## config.mk

```make
export PLATFORM = sky130hd
export DESIGN_NAME = servo_on_deviation_guard
export DESIGN_NICKNAME = d
export VERILOG_FILES = /design/src/logic/servo_on_deviation_guard.v /design/src/logic/dev_compare.v
export VERILOG_INCLUDE_DIRS = /design/src /design/src/logic
export SDC_FILE = /design/constraint.sdc
export NUM_CORES = 1
export LEC_CHECK = 0
export BUFFER_PORTS_ARGS = -buffer_cell sky130_fd_sc_hd__buf_4
export CAP_MARGIN = 20
export CELL_PAD_IN_SITES_DETAIL_PLACEMENT = 0
export CELL_PAD_IN_SITES_GLOBAL_PLACEMENT = 2
export CORE_ASPECT_RATIO = 0.7
export CORE_MARGIN = 2
export CORE_UTILIZATION = 30
export DETAILED_ROUTE_END_ITERATION = 10
export PLACE_DENSITY = 0.66
export SYNTH_ARGS = -nofsm -noshare
export SYNTH_HDL_FRONTEND = slang
export SYNTH_HIERARCHICAL = 1
export SYNTH_SLANG_ARGS = --single-unit
export TNS_END_PERCENT = 1
```

## constraint.sdc

```tcl
create_clock -name pclk -period 18 [get_ports pclk]
set_clock_uncertainty 0.15 [all_clocks]
set_input_delay 1.8 -clock pclk [delete_from_list [all_inputs] [get_ports pclk]]
set_output_delay 1.8 -clock pclk [all_outputs]
set_load 0.1 [all_outputs]
```

## src/logic/dev_guard_defines.vh

```
`ifndef DEV_GUARD_DEFINES_VH
`define DEV_GUARD_DEFINES_VH
// ****************************
// Register offsets
// ****************************
`define OFS_CTRL 12'h000
`define OFS_SON_LEVEL 12'h004
`define OFS_SON_PCT 12'h008
`define OFS_SPD_LIMIT 12'h00C
`define OFS_GEN_LEVEL 12'h010
`define OFS_TUNE_CFG 12'h014
`define OFS_STATUS 12'h018
`define OFS_IRQ_STAT 12'h01C
`define OFS_IRQ_MASK 12'h020
`define OFS_POS_ERR 12'h024
// ****************************
// Reset values and limits
// ****************************
`define SON_LEVEL_RST 30'h00500000
`define SON_LEVEL_MAX 30'h3FFFFFFF
`define SON_PCT_RST 7'h64
`define SON_PCT_MIN 7'h0A
`define SON_PCT_MAX 7'h64
`define SPD_LIMIT_RST 14'h2710
`define SPD_LIMIT_MAX 14'h2710
`define GEN_LEVEL_RST 30'h00500000
`define TUNE_CFG_RST 4'h1
// ****************************
// Field positions
// ****************************
`define CTRL_ALARM_RST 0
`define CTRL_FREQ_RUN 1
`define CTRL_MECH_RUN 2
`define CTRL_REQ_LO 3
`define CTRL_REQ_HI 10
// Request codes: 0 vib init, 1 inertia, 2 hostless AT, 3 host AT, 4 custom,
// 5 anti-res, 6 vib supp, 7 friction
`define IRQ_SON_ALM 0
`define IRQ_CAP_ALM 1
`define IRQ_GEN_ALM 2
`define IRQ_WARN 3
`define IRQ_TUNE_START 4
`define IRQ_REFUSED 5
`endif

```

## src/logic/servo_on_deviation_guard.v

```verilog
// The register addresses and the APB slave port were left to the implementer.
`timescale 1ns/1ps
`include "dev_guard_defines.vh"
module servo_on_deviation_guard #(
   parameter PW = 32
) (
   input wire pclk,
   input wire presetn,
   input wire psel,
   input wire penable,
   input wire pwrite,
   input wire [11:0] paddr,
   input wire [31:0] pwdata,
   output reg [31:0] prdata,
   output reg pready,
   output reg pslverr,
   input wire servo_on,
   input wire torque_mode,
   input wire [PW-1:0] pos_ref,
   input wire [PW-1:0] pos_fb,
   input wire pos_ref_valid,
   output reg [13:0] speed_cap,
   output reg speed_cap_active,
   output reg tuning_active,
   output reg tuning_start,
   output reg servo_on_dev_alarm,
   output reg speed_cap_dev_alarm,
   output reg general_dev_alarm,
   output reg servo_on_dev_warn,
   output reg irq
);
   // ****************************
   // Synchronisers
   // ****************************
   reg [1:0] son_s_reg;
   reg [1:0] tq_s_reg;
   always @(posedge pclk or negedge presetn) begin
      if (!presetn) begin
         son_s_reg <= 2'b00;
         tq_s_reg <= 2'b00;
      end else begin
         son_s_reg <= {son_s_reg[0], servo_on};
         tq_s_reg <= {tq_s_reg[0], torque_mode};
      end
   end
   wire son = son_s_reg[1];
   wire tq = tq_s_reg[1];
   // ****************************
   // Registers
   // ****************************
   reg [29:0] servo_on_dev_alarm_level_reg;
   reg [6:0] servo_on_dev_warn_percent_reg;
   reg [13:0] servo_on_speed_limit_reg;
   reg [29:0] general_dev_alarm_level_reg;
   reg [3:0] auto_tuning_config_reg;
   reg freq_run_reg;
   reg mech_run_reg;
   reg [7:0] refused_reg;
   reg [5:0] irq_stat_reg;
   reg [5:0] irq_mask_reg;
   reg son_d_reg;
   reg err_off_over_reg;
   reg [PW:0] err_reg;
   wire wr = psel && penable && pwrite;
   wire rd_any = psel && !penable;
   // ****************************
   // Address and setting decode
   // ****************************
   function valid_addr;
      input [11:0] a;
      begin
         valid_addr = (a <= `OFS_POS_ERR) && (a[1:0] == 2'b00);
      end
   endfunction
   function [29:0] clamp_level;
      input [31:0] d;
      begin
         if (d[29:0] == 30'h00000000)
            clamp_level = 30'h00000001;
         else
            clamp_level = d[29:0];
      end
   endfunction
   wire [PW:0] err_next = {pos_ref[PW-1], pos_ref} - {pos_fb[PW-1], pos_fb};
   wire [PW:0] mag = err_reg[PW] ? (~err_reg + 1'b1) : err_reg;
   wire son_over = mag > {{(PW-29){1'b0}}, servo_on_dev_alarm_level_reg};
   wire gen_over = mag > {{(PW-29){1'b0}}, general_dev_alarm_level_reg};
   wire warn_over;
   dev_compare #(
      .W(PW+1)
   ) u_cmp (
      .level(servo_on_dev_alarm_level_reg),
      .percent(servo_on_dev_warn_percent_reg),
      .mag(mag),
      .over(warn_over)
   );
   // ****************************
   // Request decode
   // ****************************
   wire son_rise = son && !son_d_reg;
   wire req_hit = wr && (paddr == `OFS_CTRL);
   wire [7:0] req = req_hit ? pwdata[`CTRL_REQ_HI:`CTRL_REQ_LO] : 8'h00;
   wire [7:0] refuse = auto_tuning_config_reg[0] ? (req & 8'hFE) : 8'h00;
   wire alarm_rst = req_hit && pwdata[`CTRL_ALARM_RST];
   wire tune_en = auto_tuning_config_reg[0] && !tq;
   wire tune_go = son_rise && tune_en;
   wire stat_clr_hit = wr && (paddr == `OFS_IRQ_STAT);
   // ****************************
   // Interrupt events
   // ****************************
   wire [5:0] ev;
   assign ev[`IRQ_SON_ALM] = servo_on_dev_alarm && !alarm_rst;
   assign ev[`IRQ_CAP_ALM] = speed_cap_dev_alarm && !alarm_rst;
   assign ev[`IRQ_GEN_ALM] = general_dev_alarm && !alarm_rst;
   assign ev[`IRQ_WARN] = servo_on_dev_warn;
   assign ev[`IRQ_TUNE_START] = tune_go;
   assign ev[`IRQ_REFUSED] = |refuse;
   wire [5:0] irq_stat_next;
   genvar gi;
   generate
      for (gi = 0; gi < 6; gi = gi + 1) begin : g_stat
         wire clr_bit = stat_clr_hit && pwdata[gi];
         // Set wins over a same-cycle clear
         assign irq_stat_next[gi] = ev[gi] | (irq_stat_reg[gi] & ~clr_bit);
      end
   endgenerate
   // ****************************
   // APB and settings
   // ****************************
   always @(posedge pclk or negedge presetn) begin
      if (!presetn) begin
         servo_on_dev_alarm_level_reg <= `SON_LEVEL_RST;
         servo_on_dev_warn_percent_reg <= `SON_PCT_RST;
         servo_on_speed_limit_reg <= `SPD_LIMIT_RST;
         general_dev_alarm_level_reg <= `GEN_LEVEL_RST;
         auto_tuning_config_reg <= `TUNE_CFG_RST;
         freq_run_reg <= 1'b0;
         mech_run_reg <= 1'b0;
         refused_reg <= 8'h00;
         irq_mask_reg <= 6'h00;
         prdata <= 32'h00000000;
         pready <= 1'b0;
         pslverr <= 1'b0;
      end else begin
         pready <= rd_any;
         pslverr <= rd_any && !valid_addr(paddr);
         if (rd_any) begin
            case (paddr)
               `OFS_CTRL: prdata <= {29'h0, mech_run_reg, freq_run_reg, 1'b0};
               `OFS_SON_LEVEL: prdata <= {2'b00, servo_on_dev_alarm_level_reg};
               `OFS_SON_PCT: prdata <= {25'h0, servo_on_dev_warn_percent_reg};
               `OFS_SPD_LIMIT: prdata <= {18'h0, servo_on_speed_limit_reg};
               `OFS_GEN_LEVEL: prdata <= {2'b00, general_dev_alarm_level_reg};
               `OFS_TUNE_CFG: prdata <= {28'h0, auto_tuning_config_reg};
               `OFS_STATUS: prdata <= {16'h0, refused_reg, tuning_active,
                  speed_cap_active, servo_on_dev_warn, general_dev_alarm,
                  speed_cap_dev_alarm, servo_on_dev_alarm, tq, son};
               `OFS_IRQ_STAT: prdata <= {26'h0, irq_stat_reg};
               `OFS_IRQ_MASK: prdata <= {26'h0, irq_mask_reg};
               `OFS_POS_ERR: prdata <= err_reg[31:0];
               default: prdata <= 32'h00000000;
            endcase
         end
         if (req_hit)
            refused_reg <= refuse;
         if (wr) begin
            case (paddr)
               `OFS_CTRL: begin
                  freq_run_reg <= pwdata[`CTRL_FREQ_RUN];
                  mech_run_reg <= pwdata[`CTRL_MECH_RUN];
               end
               `OFS_SON_LEVEL: servo_on_dev_alarm_level_reg <= clamp_level(pwdata);
               `OFS_SON_PCT: begin
                  if (pwdata[6:0] < `SON_PCT_MIN)
                     servo_on_dev_warn_percent_reg <= `SON_PCT_MIN;
                  else if (pwdata[31:7] != 25'h0 || pwdata[6:0] > `SON_PCT_MAX)
                     servo_on_dev_warn_percent_reg <= `SON_PCT_MAX;
                  else
                     servo_on_dev_warn_percent_reg <= pwdata[6:0];
               end
               `OFS_SPD_LIMIT: begin
                  if (pwdata[31:14] != 18'h0 || pwdata[13:0] > `SPD_LIMIT_MAX)
                     servo_on_speed_limit_reg <= `SPD_LIMIT_MAX;
                  else
                     servo_on_speed_limit_reg <= pwdata[13:0];
               end
               `OFS_GEN_LEVEL: general_dev_alarm_level_reg <= clamp_level(pwdata);
               `OFS_TUNE_CFG: auto_tuning_config_reg <= pwdata[3:0];
               `OFS_IRQ_MASK: irq_mask_reg <= pwdata[5:0];
               default: ;
            endcase
         end
      end
   end
   // ****************************
   // Position error tracking
   // ****************************
   always @(posedge pclk or negedge presetn) begin
      if (!presetn) begin
         err_reg <= {(PW+1){1'b0}};
         son_d_reg <= 1'b0;
         err_off_over_reg <= 1'b0;
      end else begin
         err_reg <= err_next;
         son_d_reg <= son;
         if (!son) begin
            err_off_over_reg <= err_off_over_reg | son_over;
         end else if (!son_d_reg) begin
            err_off_over_reg <= 1'b0;
         end
      end
   end
   // ****************************
   // Alarms and warning
   // ****************************
   always @(posedge pclk or negedge presetn) begin
      if (!presetn) begin
         servo_on_dev_alarm <= 1'b0;
         speed_cap_dev_alarm <= 1'b0;
         general_dev_alarm <= 1'b0;
         servo_on_dev_warn <= 1'b0;
      end else begin
         if (alarm_rst) begin
            servo_on_dev_alarm <= 1'b0;
            speed_cap_dev_alarm <= 1'b0;
            general_dev_alarm <= 1'b0;
         end
         if (son_rise && (err_off_over_reg || son_over)) begin
            servo_on_dev_alarm <= 1'b1;
         end
         if (speed_cap_active && pos_ref_valid && gen_over) begin
            speed_cap_dev_alarm <= 1'b1;
         end
         if (son && gen_over) begin
            general_dev_alarm <= 1'b1;
         end
         servo_on_dev_warn <= son && warn_over;
      end
   end
   // ****************************
   // Speed cap at servo-on
   // ****************************
   always @(posedge pclk or negedge presetn) begin
      if (!presetn) begin
         speed_cap_active <= 1'b0;
         speed_cap <= `SPD_LIMIT_RST;
      end else begin
         if (son_rise && mag != {(PW+1){1'b0}}) begin
            speed_cap_active <= 1'b1;
         end else if (!son || mag == {(PW+1){1'b0}}) begin
            speed_cap_active <= 1'b0;
         end
         speed_cap <= servo_on_speed_limit_reg;
      end
   end
   // ****************************
   // Automatic tuning control
   // ****************************
   always @(posedge pclk or negedge presetn) begin
      if (!presetn) begin
         tuning_active <= 1'b0;
         tuning_start <= 1'b0;
      end else begin
         tuning_start <= tune_go;
         tuning_active <= son && tune_en && !freq_run_reg && !mech_run_reg;
      end
   end
   // ****************************
   // Interrupt output
   // ****************************
   always @(posedge pclk or negedge presetn) begin
      if (!presetn) begin
         irq_stat_reg <= 6'h00;
         irq <= 1'b0;
      end else begin
         irq_stat_reg <= irq_stat_next;
         irq <= |(irq_stat_reg & irq_mask_reg);
      end
   end
endmodule

```

## src/logic/dev_compare.v

```verilog
`timescale 1ns/1ps
// ****************************
// Servo-on warning level compare
// ****************************
module dev_compare #(
   parameter W = 31
) (
   input wire [29:0] level,
   input wire [6:0] percent,
   input wire [W-1:0] mag,
   output wire over
);
   wire [36:0] prod;
   wire [W+6:0] lhs;
   assign prod = {7'h00, level} * {30'h0, percent};
   assign lhs = {7'h00, mag} * {{W{1'b0}}, 7'h64};
   assign over = lhs > {{(W-30){1'b0}}, prod};
endmodule

```

==> results_dict.tcl <==
set metrics [dict create \
    postSynth.asyncResetShare 1.000 \
    status "finished, final reports clean" \
    tritoncts "yes" \
    fp.dieH_um 234.7 \
    cts_made_buffers 21 \
    period_needed_ns 8.444 \
    ys_top_cells_by_area "dfrtp_1 (20%), ha_1 (16%), fa_1 (15%), inv_1 (6.7%), and2_1 (4.2%)" \
    synth_most_common_cell "inv_1" \
    hold_viol 0 \
    route.detailed.drc 0 \
    core_area_um2 75150 \
    ys_ff_latch 201 \
    yosys_warnings 6 \
    drt_pass1_iterations 8 \
    cts_max_level 1 \
    grt_overflow 0 \
    largest_register_ffs 33 \
    avgSynthCellArea_um2 8.907 \
    layout-drive-gt1-share 0.1185 \
    worst_slew_pin_slew_ns 1.236 \
    start_util 0.3034 \
    port_buffers 171 \
    utilization 0.3439 \
    crit_type "reg2reg" \
    syn-num-nets 3131 \
    holdBufCountCts 0 \
    antenna_found_initial 2 \
    drt-total-wl_um 75820 \
    die_w_um 333.5 \
    first_iter_violations 1444 \
    crit_arrival_ns 8.72 \
    finalMaxSlewViolations 0 \
    endpoint_kind "flop" \
    holdPathStages 0 \
    path_clk_slew_ns 0.07 \
    reg2regPathDepth 27 \
    finalSetupTns_ns 0 \
    grt_use_total 0.1942 \
    irDropWorstVdd_mv 0.1396 \
    power.leakage_nw 12.91 \
    synth-edff-count 0 \
    nets 3265 \
    place.gp.congestion 0.8391 \
    cts_buffer_depth 3 \
    diodes 0 \
    synth_top_area_cell "dfrtp_1" \
    fmax_ghz 0.1184 \
    vias_per_cell 5.136 \
    dp_slack_ns 9.798 \
    synth.yosys.seq_area_share 0.2216 \
    critPathMaxFanout 32 \
    cts_setup_buffers 0 \
    synthCells 2560 \
    vias 18994 \
    synth_area_um2 22800 \
    netlist_top_cells_count "inv_1 (407), ha_1 (287), nand2_1 (225)" \
    grt_pass1_wl_um 118400 \
    critPathRequiredTime_ns 18.27 \
    ys_types 95 \
    hpwl_um 60350 \
    fin_ws_ns 9.556 \
    grt_max_degree 92 \
    powerDensity_nw_per_um2 151.8 \
    synth-main-ff-cell "dfrtp_1" \
    ant_nets 0 \
    period_share 0.4691 \
    setup_viol 0 \
    clkSinkCount 201 \
    insertion_delay_ns 0.55 \
    io_pins 172 \
    relSlewSlack 0.1684 \
    num_rows 84 \
    max-cap-violations 0 \
    root_buffer "clkbuf_16" \
    die_area_um2 78270 \
    grt_pass1_vias 19357 \
    hp-class "reg2reg" \
    cts_resized 0 \
    synth_top_area_frac 0.2008 \
    wl_per_cell_um 20.50 \
    area_delta_synth_final_pct 13.32 \
    rsz0062_at_grt "no" \
    cp-start-kind "flop" \
]
-- layer usage --
layer,up-vias,wire (um),global-route usage
li1,8996,-,-
met1,9470,38790,0.3000
met2,483,31550,0.2874
met3,45,4869,0.03598
met4,0,610,0.01851
met5,-,0,0
-- cells by family after synthesis --
logic type	Yosys count	synth area share
flip-flops	201	0.2216
multiplexers	44	0.02156
XOR/XNOR	114	0.04379
AO/OA/AOI/OAI	551	0.1669
buffers and inverters	490	0.08159
adder cells (fa/ha/maj)	455	0.3050
AND/OR/NAND/NOR	705	0.1596
-- final timing paths --
check / start / end / slack [ns]
hold / removal: tq_s_reg[0] / tq_s_reg[1] / 0.20
setup / recovery: servo_on_dev_warn_percent_reg[2] / servo_on_dev_warn / 9.56
setup reg to reg: servo_on_dev_warn_percent_reg[2] / servo_on_dev_warn / 9.56
max in group asynchronous: presetn / err_reg[19] / 14.41
min in group asynchronous: presetn / servo_on_speed_limit_reg[1] / 1.09
hold reg to reg: tq_s_reg[0] / tq_s_reg[1] / 0.20
-- cell usage in the layout, fill, tap and decap left out, types with 19 or more instances in the layout --
cell	instances
nand4_1	29
a21o_1	72
dfrtp_1	183
o21ai_0	125
nand3_1	42
buf_4	193
xnor2_1	80
nor3_1	25
a222oi_1	34
nor2b_1	19
fa_1	168
o31ai_1	19
nand2b_1	31
mux2_2	41
inv_1	407
and2_1	154
ha_1	287
nor2_1	88
clkbuf_16	21
xor2_1	34
a21oi_1	107
nand2_1	224
a31oi_1	25
-- stage by stage --
stage / total power, mW / std cells / hold slack (ns) / cell area, um2
floorplan: 2.790 / 2560 / 0.1812 / 22800
global placement: 3.469 / 3660 / 0.1886 / 25200
detailed placement: 3.497 / 3660 / 0.1965 / 25200
CTS: 3.957 / 3698 / 0.2014 / 25840
global route: 4.424 / 3698 / 0.2123 / 25840
finish: 3.922 / 3698 / 0.2005 / 25840
-- worst max-delay path, stage by stage, from the launching register on --
cell       delay, ns
dfstp_2         1.06
nand2_1         0.17
fa_1            0.51
fa_1            0.49
inv_1           0.06
fa_1            0.53
inv_1           0.06
fa_1            0.54
inv_1           0.05
ha_1            0.37
and3_1          0.25
nand3_1         0.24
or3_1           0.43
a211oi_1        0.66
nand3b_2        0.34
o221ai_2        0.15
o2bb2ai_1       0.19
xor2_1          0.23
ha_1            0.29
a21oi_1         0.15
nor2b_1         0.05
o21ai_0         0.16
nand2b_1        0.08
a221oi_1        0.36
o221ai_1        0.19
a21oi_1         0.19
nand4_1         0.11
and2_1          0.17
-- report_power, final --
group | switching [mW] | internal [mW]
sequential | 0.0429 | 0.474
combinational | 1.69 | 1.28
clock | 0.198 | 0.238
-- final cells by class --
cell class / instances / area [um2]
inverters: 407 / 1528
multi-input cells: 1869 / 15910
clock inverters: 6 / 68.82
fillers: 7823 / 49310
repair buffers: 194 / 1464
clock buffers: 32 / 576.8
well taps: 989 / 1237
flip-flops and latches: 201 / 5052
No activity file was read; power rests on OpenSTA's default activity.
